--- src/rtl/sac_map.svh ---
// Timing counts, reset values and sizes of the sequence controller.
`ifndef SAC_MAP_SVH
`define SAC_MAP_SVH

// =============================================================
// Clock and timing
`define SAC_CLK_NS       10
`define SAC_EOC_MIN_NS   75
`define SAC_EOC_MAX_NS   180
`define SAC_EOC_CYC      ((`SAC_EOC_MIN_NS + `SAC_CLK_NS - 1) / `SAC_CLK_NS)
`define SAC_CONV_CLKS    14
`define SAC_INT_DIV      5

// =============================================================
// Reset values and sizes
`define SAC_PINS_IDLE    16'h7400
`define SAC_CHSEL_RST    4'hF
`define SAC_NUM_CH       4
`define SAC_RES_W        12

`endif

--- src/rtl/sac_pkg.sv ---
// Types shared by the sequence controller files.
package sac_pkg;

  // Pin bundle, sampled as a whole through the synchroniser.
  typedef struct packed {
    logic       conversion_start_in;      // Conversion start.
    logic       cs_n;        // Chip select, active low.
    logic       rd_n;        // Read strobe, active low.
    logic       wr_n;        // Write strobe, active low.
    logic       hs_sel;      // Sequence source select.
    logic       standby_n;   // Standby, active low.
    logic       clk_sel;     // Clock source select.
    logic       ext_clk;     // External conversion clock.
    logic [3:0] hw_ch;       // Hardware channel pins.
    logic [3:0] low_data;    // Low data lines.
  } sac_pins_t;

  // Sequencer states, Gray along idle, convert, pulse, end.
  typedef enum logic [1:0] {
    ST_IDLE = 2'b00,
    ST_CONV = 2'b01,
    ST_EOC  = 2'b11,
    ST_END  = 2'b10
  } sac_state_t;

endpackage

--- src/rtl/sac_ctrl.sv ---
// Sequence control for a four-channel simultaneous-sampling converter.
// What this block does
// - Busy rises on start, falls after last channel.
// - First-data high while pointer selects first result.
// - Start edge holds all track/holds, begins converting.
// - Selection captured on start edge, then frozen.
// - Strobes obeyed only while chip select low.
// - Data outputs driven only with read and select low.
// - Write rising edge loads low data into register.
// - Source select: 0 pins, 1 register.
// - Standby low enters power save.
// - Clock select: 0 internal, 1 external clock.
// - Each conversion takes fourteen conversion clocks.
// - One low end-of-conversion pulse per channel.
// - Bit 0 is first channel, bit 3 fourth.
`timescale 1ns/100ps
`include "sac_map.svh"

module sac_ctrl
  import sac_pkg::*;
(
  input  wire logic        i_clk_sys,             // System clock, 100 MHz.
  input  wire logic        i_rst,                 // Asynchronous reset, active high.
  input  wire logic        i_conversion_start_in, // Start pin, rising edge acts.
  input  wire logic        i_cs_n,                // Chip select, active low.
  input  wire logic        i_rd_n,                // Read strobe, active low.
  input  wire logic        i_wr_n,                // Write strobe, active low.
  input  wire logic [3:0]  i_low_data_lines,      // Data lines 0 to 3, input side.
  input  wire logic [3:0]  i_hw_channel_pins,     // Hardware channel selection.
  input  wire logic        i_seq_source_select,   // 0 pins, 1 register.
  input  wire logic        i_standby_n,           // Low requests standby.
  input  wire logic        i_clock_source_select, // 0 internal, 1 external.
  input  wire logic        i_external_conv_clock, // External conversion clock.
  input  wire logic [11:0] i_conv_result,         // Result from the converter core.
  output logic             o_busy,                // Sequence in progress.
  output logic             o_eoc_n,               // End-of-conversion pulse, low.
  output logic             o_first_data_flag,     // Pointer on first result.
  output logic             o_hold,                // All track/holds in hold.
  output logic [1:0]       o_conv_ch,             // Channel now converting.
  output logic [11:0]      o_data,                // Parallel data out.
  output logic             o_data_oe,             // Data output enable.
  output logic             o_power_save           // Standby state active.
);

  localparam logic [3:0] CONV_LAST = 4'(`SAC_CONV_CLKS - 1);
  localparam logic [4:0] EOC_LAST  = 5'(`SAC_EOC_CYC - 1);
  localparam logic [3:0] DIV_LAST  = 4'(`SAC_INT_DIV - 1);

  // Lowest set bit of a mask: {valid, index}; bit 0 is the first channel.
  function automatic logic [2:0] first_sel(input logic [3:0] m);
    logic [2:0] r;
    r = 3'h0;
    for (int i = `SAC_NUM_CH - 1; i >= 0; i--) begin
      if (m[i]) begin
        r = {1'b1, 2'(i)};
      end
    end
    return r;
  endfunction

  // =============================================================
  // Pin synchroniser
  sac_pins_t pin_raw;
  sac_pins_t pin_m_r;
  sac_pins_t pin_s_r;
  sac_pins_t pin_d_r;

  // All pins enter one packed bundle.
  assign pin_raw = '{conversion_start_in: i_conversion_start_in, cs_n: i_cs_n, rd_n: i_rd_n,
                     wr_n: i_wr_n, hs_sel: i_seq_source_select,
                     standby_n: i_standby_n, clk_sel: i_clock_source_select,
                     ext_clk: i_external_conv_clock, hw_ch: i_hw_channel_pins,
                     low_data: i_low_data_lines};

  // Two stages for metastability, a third only for edge detection.
  always_ff @(posedge i_clk_sys or posedge i_rst) begin
    if (i_rst) begin
      pin_m_r <= `SAC_PINS_IDLE;
      pin_s_r <= `SAC_PINS_IDLE;
      pin_d_r <= `SAC_PINS_IDLE;
    end else begin
      pin_m_r <= pin_raw;
      pin_s_r <= pin_m_r;
      pin_d_r <= pin_s_r;
    end
  end

  // =============================================================
  // Event decoding
  logic       start_evt;
  logic       wr_evt;
  logic       rd_end_evt;
  logic       ext_tick;
  logic       div_tick;
  logic       conv_tick;
  logic       standby_n_ok;
  logic [3:0] sel_src;
  logic [3:0] chsel_r;

  assign start_evt  = pin_s_r.conversion_start_in & ~pin_d_r.conversion_start_in;
  assign wr_evt     = pin_s_r.wr_n & ~pin_d_r.wr_n & ~pin_s_r.cs_n & pin_s_r.rd_n;
  assign rd_end_evt = pin_s_r.rd_n & ~pin_d_r.rd_n & ~pin_s_r.cs_n;
  assign ext_tick   = pin_s_r.ext_clk & ~pin_d_r.ext_clk;
  assign conv_tick  = pin_s_r.clk_sel ? ext_tick : div_tick;
  assign standby_n_ok    = pin_s_r.standby_n;
  assign sel_src    = pin_s_r.hs_sel ? chsel_r : pin_s_r.hw_ch;

  // =============================================================
  // Internal conversion clock divider, runs only while awake.
  logic [3:0] div_cnt_r;

  assign div_tick = standby_n_ok & (div_cnt_r == DIV_LAST);

  always_ff @(posedge i_clk_sys or posedge i_rst) begin
    if (i_rst) begin
      div_cnt_r <= 4'h0;
    end else begin
      div_cnt_r <= (div_tick || !standby_n_ok) ? 4'h0 : div_cnt_r + 4'h1;
    end
  end

  // Channel select register, loaded on the write strobe's rising edge.
  always_ff @(posedge i_clk_sys or posedge i_rst) begin
    if (i_rst) begin
      chsel_r <= `SAC_CHSEL_RST;
    end else if (wr_evt) begin
      chsel_r <= pin_s_r.low_data;
    end
  end

  // =============================================================
  // Sequencer
  sac_state_t state_r, state_nxt;
  logic [3:0] seq_r, seq_nxt;
  logic [3:0] left_r, left_nxt;
  logic [1:0] ch_r, ch_nxt;
  logic [3:0] tick_r, tick_nxt;
  logic [4:0] eoc_cnt_r, eoc_cnt_nxt;
  logic       busy_nxt;
  logic       hold_nxt;
  logic       eocn_nxt;
  logic       res_we;
  logic [2:0] first_start;
  logic [2:0] first_next;
  logic [3:0] left_clr;

  assign first_start = first_sel(sel_src);
  assign left_clr    = left_r & ~(4'h1 << ch_r);
  assign first_next  = first_sel(left_clr);

  // Next-state logic; standby aborts any sequence.
  always_comb begin
    state_nxt   = state_r;
    seq_nxt     = seq_r;
    left_nxt    = left_r;
    ch_nxt      = ch_r;
    tick_nxt    = tick_r;
    eoc_cnt_nxt = eoc_cnt_r;
    busy_nxt    = o_busy;
    hold_nxt    = o_hold;
    eocn_nxt    = 1'b1;
    res_we      = 1'b0;
    if (!standby_n_ok) begin
      state_nxt = ST_IDLE;
      busy_nxt  = 1'b0;
      hold_nxt  = 1'b0;
    end else begin
      case (state_r)
        ST_IDLE: begin
          if (start_evt) begin
            seq_nxt  = sel_src;
            left_nxt = sel_src;
            busy_nxt = 1'b1;
            hold_nxt = 1'b1;
            ch_nxt   = first_start[1:0];
            tick_nxt = 4'h0;
            state_nxt = first_start[2] ? ST_CONV : ST_END;
          end
        end
        ST_CONV: begin
          if (conv_tick) begin
            if (tick_r == CONV_LAST) begin
              res_we      = 1'b1;
              eocn_nxt    = 1'b0;
              eoc_cnt_nxt = 5'h00;
              state_nxt   = ST_EOC;
            end else begin
              tick_nxt = tick_r + 4'h1;
            end
          end
        end
        ST_EOC: begin
          eocn_nxt = 1'b0;
          eoc_cnt_nxt = eoc_cnt_r + 5'h01;
          if (eoc_cnt_r == EOC_LAST) begin
            eocn_nxt  = 1'b1;
            left_nxt  = left_clr;
            ch_nxt    = first_next[1:0];
            tick_nxt  = 4'h0;
            state_nxt = first_next[2] ? ST_CONV : ST_END;
          end
        end
        ST_END: begin
          busy_nxt  = 1'b0;
          hold_nxt  = 1'b0;
          state_nxt = ST_IDLE;
        end
        default: begin
          state_nxt = ST_IDLE;
        end
      endcase
    end
  end

  always_ff @(posedge i_clk_sys or posedge i_rst) begin
    if (i_rst) begin
      state_r   <= ST_IDLE;
      seq_r     <= 4'h0;
      left_r    <= 4'h0;
      ch_r      <= 2'h0;
      tick_r    <= 4'h0;
      eoc_cnt_r <= 5'h00;
      o_busy    <= 1'b0;
      o_hold    <= 1'b0;
      o_eoc_n   <= 1'b1;
    end else begin
      state_r   <= state_nxt;
      seq_r     <= seq_nxt;
      left_r    <= left_nxt;
      ch_r      <= ch_nxt;
      tick_r    <= tick_nxt;
      eoc_cnt_r <= eoc_cnt_nxt;
      o_busy    <= busy_nxt;
      o_hold    <= hold_nxt;
      o_eoc_n   <= eocn_nxt;
    end
  end

  // =============================================================
  // Result store and read pointer
  logic [1:0]  wr_idx_r;
  logic [2:0]  nres_r;
  logic [1:0]  ptr_r;
  logic [1:0]  ptr_nxt;
  logic [11:0] mem_rdata;
  logic        idle_start;

  assign idle_start = start_evt & standby_n_ok & (state_r == ST_IDLE);
  assign ptr_nxt = idle_start ? 2'h0 :
                   !rd_end_evt ? ptr_r :
                   (({1'b0, ptr_r} + 3'h1) >= nres_r) ? 2'h0 : ptr_r + 2'h1;

  // Results are numbered in conversion order; each completed read advances.
  always_ff @(posedge i_clk_sys or posedge i_rst) begin
    if (i_rst) begin
      wr_idx_r          <= 2'h0;
      nres_r            <= 3'h0;
      ptr_r             <= 2'h0;
      o_first_data_flag <= 1'b1;
    end else begin
      wr_idx_r          <= idle_start ? 2'h0 : (res_we ? wr_idx_r + 2'h1 : wr_idx_r);
      nres_r            <= idle_start ? 3'h0 : (res_we ? nres_r + 3'h1 : nres_r);
      ptr_r             <= ptr_nxt;
      o_first_data_flag <= (ptr_nxt == 2'h0);
    end
  end

  sac_result_mem u_mem (
    .i_clk_sys (i_clk_sys),
    .i_rst     (i_rst),
    .i_we      (res_we),
    .i_waddr   (wr_idx_r),
    .i_wdata   (i_conv_result),
    .i_raddr   (ptr_r),
    .o_rdata   (mem_rdata)
  );

  // Output drivers; data enabled only for a selected read.
  always_ff @(posedge i_clk_sys or posedge i_rst) begin
    if (i_rst) begin
      o_data       <= 12'h000;
      o_data_oe    <= 1'b0;
      o_conv_ch    <= 2'h0;
      o_power_save <= 1'b0;
    end else begin
      o_data       <= mem_rdata;
      o_data_oe    <= ~pin_s_r.cs_n & ~pin_s_r.rd_n;
      o_conv_ch    <= ch_r;
      o_power_save <= ~standby_n_ok;
    end
  end
endmodule // sac_ctrl

--- src/rtl/sac_result_mem.sv ---
// Four-word result store with a registered read port.
`timescale 1ns/100ps
`include "sac_map.svh"

module sac_result_mem (
  input  wire logic        i_clk_sys,  // System clock.
  input  wire logic        i_rst,      // Asynchronous reset, active high.
  input  wire logic        i_we,       // Write enable.
  input  wire logic [1:0]  i_waddr,    // Write address.
  input  wire logic [11:0] i_wdata,    // Write data.
  input  wire logic [1:0]  i_raddr,    // Read address.
  output logic      [11:0] o_rdata     // Registered read data.
);

  logic [11:0] mem [0:`SAC_NUM_CH-1];

  // =============================================================
  // Storage array, written at the end of each channel conversion.
  always_ff @(posedge i_clk_sys) begin
    if (i_we) begin
      mem[i_waddr] <= i_wdata;
    end
  end

  // Read data leaves through a register.
  always_ff @(posedge i_clk_sys or posedge i_rst) begin
    if (i_rst) begin
      o_rdata <= 12'h000;
    end else begin
      o_rdata <= mem[i_raddr];
    end
  end

endmodule // sac_result_mem

--- config.mk ---
export PLATFORM = sky130hd
export DESIGN_NAME = sac_ctrl
export DESIGN_NICKNAME = d
export VERILOG_FILES = /design/src/rtl/sac_pkg.sv /design/src/rtl/sac_ctrl.sv /design/src/rtl/sac_result_mem.sv
export VERILOG_INCLUDE_DIRS = /design/src /design/src/rtl
export SDC_FILE = /design/constraint.sdc
export NUM_CORES = 1
export LEC_CHECK = 0
export BUFFER_PORTS_ARGS = -buffer_cell sky130_fd_sc_hd__buf_2
export CORE_MARGIN = 2
export CORE_UTILIZATION = 58
export CTS_BUF_LIST = sky130_fd_sc_hd__clkbuf_4
export DETAILED_ROUTE_END_ITERATION = 16
export GPL_ROUTABILITY_DRIVEN = 1
export PLACE_DENSITY = 0.89
export SLEW_MARGIN = 10
export SYNTH_ARGS = -nofsm -noshare
export SYNTH_HDL_FRONTEND = slang
export SYNTH_SLANG_ARGS = --single-unit
--- constraint.sdc ---
create_clock -name i_clk_sys -period 3.7 [get_ports i_clk_sys]
set_input_delay 0.74 -clock i_clk_sys [delete_from_list [all_inputs] [get_ports i_clk_sys]]
set_output_delay 0.74 -clock i_clk_sys [all_outputs]
set_load 0.01 [all_outputs]
## Word-level counts from Yosys, hierarchy flattened

Memory sizes are Yosys's and may differ from the RTL's. A register that Yosys moved wholly into a read port is not among the register bits.
Index checks and enable logic that the tools add are counted.

| operators by class | value |
|---|---|
| multiplexer cells | 54 |
| reductions and logical operators | 13 |
| bitwise gates (word level) | 20 |
| shifts and indexed selects | 1 |
| add/sub/neg operators | 7 |
| magnitude comparators | 1 |
| equal/unequal tests | 16 |

Operator list:

| kind | count |
|---|---|
| 4-bit 2-to-1 mux | 8 |
| 3-bit 2-to-1 mux | 10 |
| 2-bit 2-to-1 mux | 14 |
| 1-bit 2-to-1 mux | 13 |
| 3-bit inequality test (second input constant) | 4 |
| 4-bit one-hot mux with 3 select lines | 1 |
| 4-bit AND reduction | 3 |
| 1-bit AND | 11 |
| 5-bit 2-to-1 mux | 2 |
| 2-bit inequality test (second input constant) | 5 |
| 5-bit one-hot mux with 2 select lines | 1 |
| 4-bit by 1-bit adder with 4-bit output (second input constant) | 2 |
| 2-bit one-hot mux with 4 select lines | 1 |
| 4-bit one-hot mux with 2 select lines | 1 |
| 1-bit inverter | 7 |
| 6-bit AND reduction | 1 |
| 2-bit nonzero test | 3 |
| 5-bit by 1-bit adder with 5-bit output (second input constant) | 1 |
| 5-bit by 3-bit equality test with 1-bit output (second input constant) | 1 |
| 2-bit by 1-bit adder with 2-bit output (second input constant) | 2 |
| 4-bit AND | 1 |
| 2-bit equality test (second input constant) | 2 |
| 4-bit by 3-bit equality test with 1-bit output (second input constant) | 1 |
| 4-bit equality test (second input constant) | 1 |
| 14 further kinds | 16 |

| storage, ports and cells | value |
|---|---|
| output and inout port bits | 20 |
| memories | 1 |
| bits in writable memories | 48 |
| flip-flop bits (word level) | 87 |
| logic and storage cells | 154 |
| bits of input ports | 30 |

Memory list:

| name | words | width | rd ports | clocked after memory_dff | wr ports | RTL line | source |
|---|---|---|---|---|---|---|---|
| u_mem.mem | 4 | 12 | 1 | 1 | 1 | sac_result_mem.sv:15 | `` logic [11:0] mem [0:`SAC_NUM_CH-1]; `` |

## Longest topological paths before layout

| logic depth | value |
|---|---|
| depth after elaboration | 11 |
| gate-level depth with buffers | 7 |
| gate-level depth less buffers | 6 |

## By module

A second synthesis with hierarchy kept.

| unflattened totals | value |
|---|---|
| cell total of the unflattened synthesis | 357 |
| area, all modules | 5545.3 µm² |

By module, submodules not included:

| module | cells an instance | sequential area each (µm²) | times used | area each (µm²) |
|---|---|---|---|---|
| sac_ctrl | 278 | 2197.1 | 1 | 3474.6 |
| sac_result_mem | 79 | 1741.7 | 1 | 2070.7 |

## Worst setup path after synthesis

OpenSTA, ideal clock, no wires.

| timing | value |
|---|---|
| path kind | flip-flop to flip-flop |
| from | register div_cnt_r[0] |
| to | memory u_mem.mem[0][0], enable pin |
| setup slack | 1.667 ns |
| path buffers | 0 |
| stages on the path, launching flop included | 6 |
| period minus slack after synthesis | 2.033 ns |
| data arrival time | 1.678 ns |
| data required time | 3.345 ns |
| library setup time | 0.355 ns |
| cell sequence | dfrtp_1 -> inv_1 -> ha_1 -> nand4b_1 -> o22ai_1 -> and3_1 |

| between the ends | value |
|---|---|
| longest elaborated chain between the ends | 8 |

RTL lines:

| what | RTL line | source |
|---|---|---|
| from (decl) | sac_ctrl.sv:110 | `logic [3:0] div_cnt_r;` |
| from (signal assigned) | sac_ctrl.sv:118 | `div_cnt_r <= (div_tick \|\| !standby_n_ok) ? 4'h0 : div_cnt_r + 4'h1;` |
| 4-bit by 3-bit equality test with 1-bit output | sac_ctrl.sv:112 | `assign div_tick = standby_n_ok & (div_cnt_r == DIV_LAST);` |
| 1-bit AND | sac_ctrl.sv:112 |  |
| 1-bit 2-to-1 mux | sac_ctrl.sv:104 | `assign conv_tick = pin_s_r.clk_sel ? ext_tick : div_tick;` |
| 1-bit 2-to-1 mux | sac_ctrl.sv:181 | `if (conv_tick) begin` |
| 1-bit 2-to-1 mux | sac_ctrl.sv:168 | `case (state_r)` |
| 1-bit 2-to-1 mux | sac_ctrl.sv:163 | `if (!standby_n_ok) begin` |
| 1-bit 2-to-1 mux | sac_result_mem.sv:20 | `if (i_we) begin` |
| 1-bit 2-to-1 mux (not written as such) | sac_result_mem.sv:21 | `mem[i_waddr] <= i_wdata;` |
| to (decl) | sac_result_mem.sv:15 |  |

No other way between the ends.

## Worst setup path in the final report

| timing | value |
|---|---|
| from | register div_cnt_r[0] |
| to | memory u_mem.mem[0][6], enable pin |

Same word-level chain as after synthesis.

==> results_dict.tcl <==
set metrics [dict create \
    io_buffers 49 \
    synth_most_common_cell "dfrtp_1" \
    cp-end-kind "flop" \
    skew_ns 0.0299 \
    synth_ff_type "dfrtp_1" \
    place.gp.congestion 0.859 \
    clockRootBuffer "clkbuf_4" \
    drcViolationCount 0 \
    max_stage_delay_ns 0.70 \
    max_slew.worst_pin.slew_ns 0.970 \
    synth-simple-area-share_pct 8.26 \
    hold_buffers 0 \
    place_inst 540 \
    ys_top_cells_by_area "dfrtp_1 (36%), edfxtp_1 (25%), dfstp_2 (7.3%), mux4_2 (4.7%), ha_1 (3.9%)" \
    seq_area_frac_synth_pct 68.4 \
    yosys.area.top_type "dfrtp_1" \
    status "finished clean" \
    die_x_um 104 \
    first_iter_violations 196 \
    power_density_nw_per_um2 550 \
    synth_top_area_share_pct 36.1 \
    critPathLaunchType "flop" \
    maxSlewHeadroom_pct 34.9 \
    yosysUniqueCellTypes 64 \
    synth_commonest_cells "dfrtp_1 (83), edfxtp_1 (48), ha_1 (18), inv_1 (18), dfstp_2 (16)" \
    cp.arrival_ns 2.77 \
    synth-compound-area-share_pct 9.30 \
    routed_via_density 5.84 \
    wl_mm 10.1 \
    syn-cell-area_um2 5760 \
    initial_core_util_pct 59.4 \
    cp_cell_sequence "inv_1 > ha_1 > nand4b_1 > o22ai_1 > and3_1" \
    fin_util_pct 66.0 \
    grtUsageTotal_pct 20.3 \
    cp_slowest_cell "and3_1" \
    synth_edf_count 48 \
    fmax_ghz 0.385 \
    synthArstFlopShare_pct 67.3 \
    period_minus_slack_ns 2.60 \
    required_ns 3.87 \
    io_pins 50 \
    synth_cells 374 \
    ys_warn_count 0 \
    rsz0062_at_grt "false" \
    cts_tree "built" \
    timing.setup.tns_ns 0 \
    syn_avg_cell_area_um2 15.4 \
    drtAntennaViolNets 0 \
    die_h_um 104 \
    coreArea_um2 9680 \
    slew_viol_final 0 \
    clkTransAtPathRegs_ns 0.11 \
    gr-total-overflow 0 \
    rows 36 \
    drive_above_1_share_pct 29.4 \
    cts_resized 0 \
    maxCapViolations 0 \
    worstSkewPairLatency_ns 0.55 \
    hold_viol 0 \
    post_cts_buffers 0 \
    synth_fa_ha_area_share_pct 3.91 \
    path_class "flop to flop" \
    ys_seq_elements 147 \
    antenna_found_initial 1 \
    htreeDepth 4 \
    area_growth_pct 11.0 \
    min_path_type "primary input to flop" \
    grt_pass1_wl_mm 16.7 \
    leakage_nw 2.59 \
    vdd_drop_max_v 0.000294 \
    synth_nets 422 \
    cts.sinks 147 \
    finalCritPeriodShare_pct 70.3 \
    synth_top_family_by_area "compound AO/OA/AOI/OAI gates" \
    final_cells 573 \
    muxShareOfSynthArea_pct 7.35 \
    cts_buffers 17 \
    die_area_um2 10700 \
    cts.path.max_buffers 2 \
    grt_pass1_vias 3347 \
    hpwlAfterDp_mm 6.63 \
    grt_start_max_net_pins 95 \
    path_max_fanout 12 \
    vias 3348 \
    routedWlPerCell_um 17.6 \
    nets 474 \
    synth-xor-area-share_pct 0 \
    fillers 645 \
    setup_viol 0 \
    drt_pass1_iterations 5 \
]
cell usage in the layout (no fill, tap or decap), types with 12 or more instances in the layout:
cell      Yosys  final
dfrtp_1      83     83
buf_2         6     49
edfxtp_1     48     48
ha_1         18     18
clkbuf_4      0     18
inv_1        18     17
dfstp_2      16     16
a21oi_1      15     15
nand3_1      13     13
mux4_2       12     12
registers in the layout (all words and copies together) (netlist names), 2 cells and up:
name / count
tick_r: 4
wr_idx_r: 2
state_r: 2
o_data: 12
ptr_r: 2
ch_r: 2
u_mem.mem: 48
pin_d_r: 4
pin_s_r: 15
pin_m_r: 16
eoc_cnt_r: 5
div_cnt_r: 4
u_mem.o_rdata: 12
chsel_r: 4
nres_r: 3
o_conv_ch: 2
left_r: 4
critical path: cells and delay by family, from the launching register on:
family / cells / cell delay (ns)
AO/OA/AOI/OAI: 1 / 0.53
adder cells (fa/ha/maj): 1 / 0.21
buffers and inverters: 1 / 0.09
flip-flops: 1 / 0.43
AND/OR/NAND/NOR: 2 / 0.98
cell families after synthesis:
group,count (synthesis)
flops,147
compound gates,67
mux,26
buf+inv,36
fa+ha+maj,18
simple gates,80
power breakdown:
group | switching, W | internal (W)
Clock | 0.000549 | 0.000472
Sequential | 0.000123 | 0.00179
Combinational | 0.000345 | 0.000239
Total | 0.00102 | 0.00250
stage by stage:
stage	hold slack [ns]	area (um^2)	setup WS [ns]	total power [W]
6_report	0.288	6390	1.10	0.00352
5_1_grt	0.244	6390	0.962	0.00369
4_1_cts	0.263	6390	1.14	0.00352
3_5_place_dp	0.335	6090	1.17	0.00251
3_3_place_gp	0.332	6090	1.28	0.00247
2_1_floorplan	0.331	5760	0.396	0.00237
worst paths after layout:
kind	startpoint	endpoint	slack, ns	depth (start not counted)
min in group asynchronous	i_rst	ptr_r[0]	0.36	2
min reg2reg	pin_m_r[7]	pin_s_r[7]	0.35	0
max in group asynchronous	i_rst	pin_s_r[13]	2.66	3
max reg2reg	div_cnt_r[0]	u_mem.mem[0][6]	1.10	5
min	i_wr_n	pin_m_r[12]	0.29	1
max	div_cnt_r[0]	u_mem.mem[0][6]	1.10	5
layer usage:
layer | part of all wire (%) | vias up | GRT usage (%)
met1 | 40 | 1637 | 26.3
met3 | 6.5 | 39 | 5.54
met5 | 0 | - | 0
met2 | 50 | 153 | 31.6
met4 | 3.3 | 0 | 10.6
li1 | - | 1519 | -
final cells by class:
| type | instances | area, um^2 | share of cell area, % |
|---|---|---|---|
| inverter | 19 | 76.3 | 1.19 |
| tap | 133 | 166 | 2.60 |
| multi-input combinational | 191 | 1660 | 26.0 |
| antenna | 1 | 2.50 | 0.0391 |
| clock inverter | 14 | 161 | 2.52 |
| timing repair buffer | 50 | 253 | 3.95 |
| sequential | 147 | 3940 | 61.6 |
| clock buffer | 18 | 135 | 2.11 |
Power figures use the tool's default switching activity.
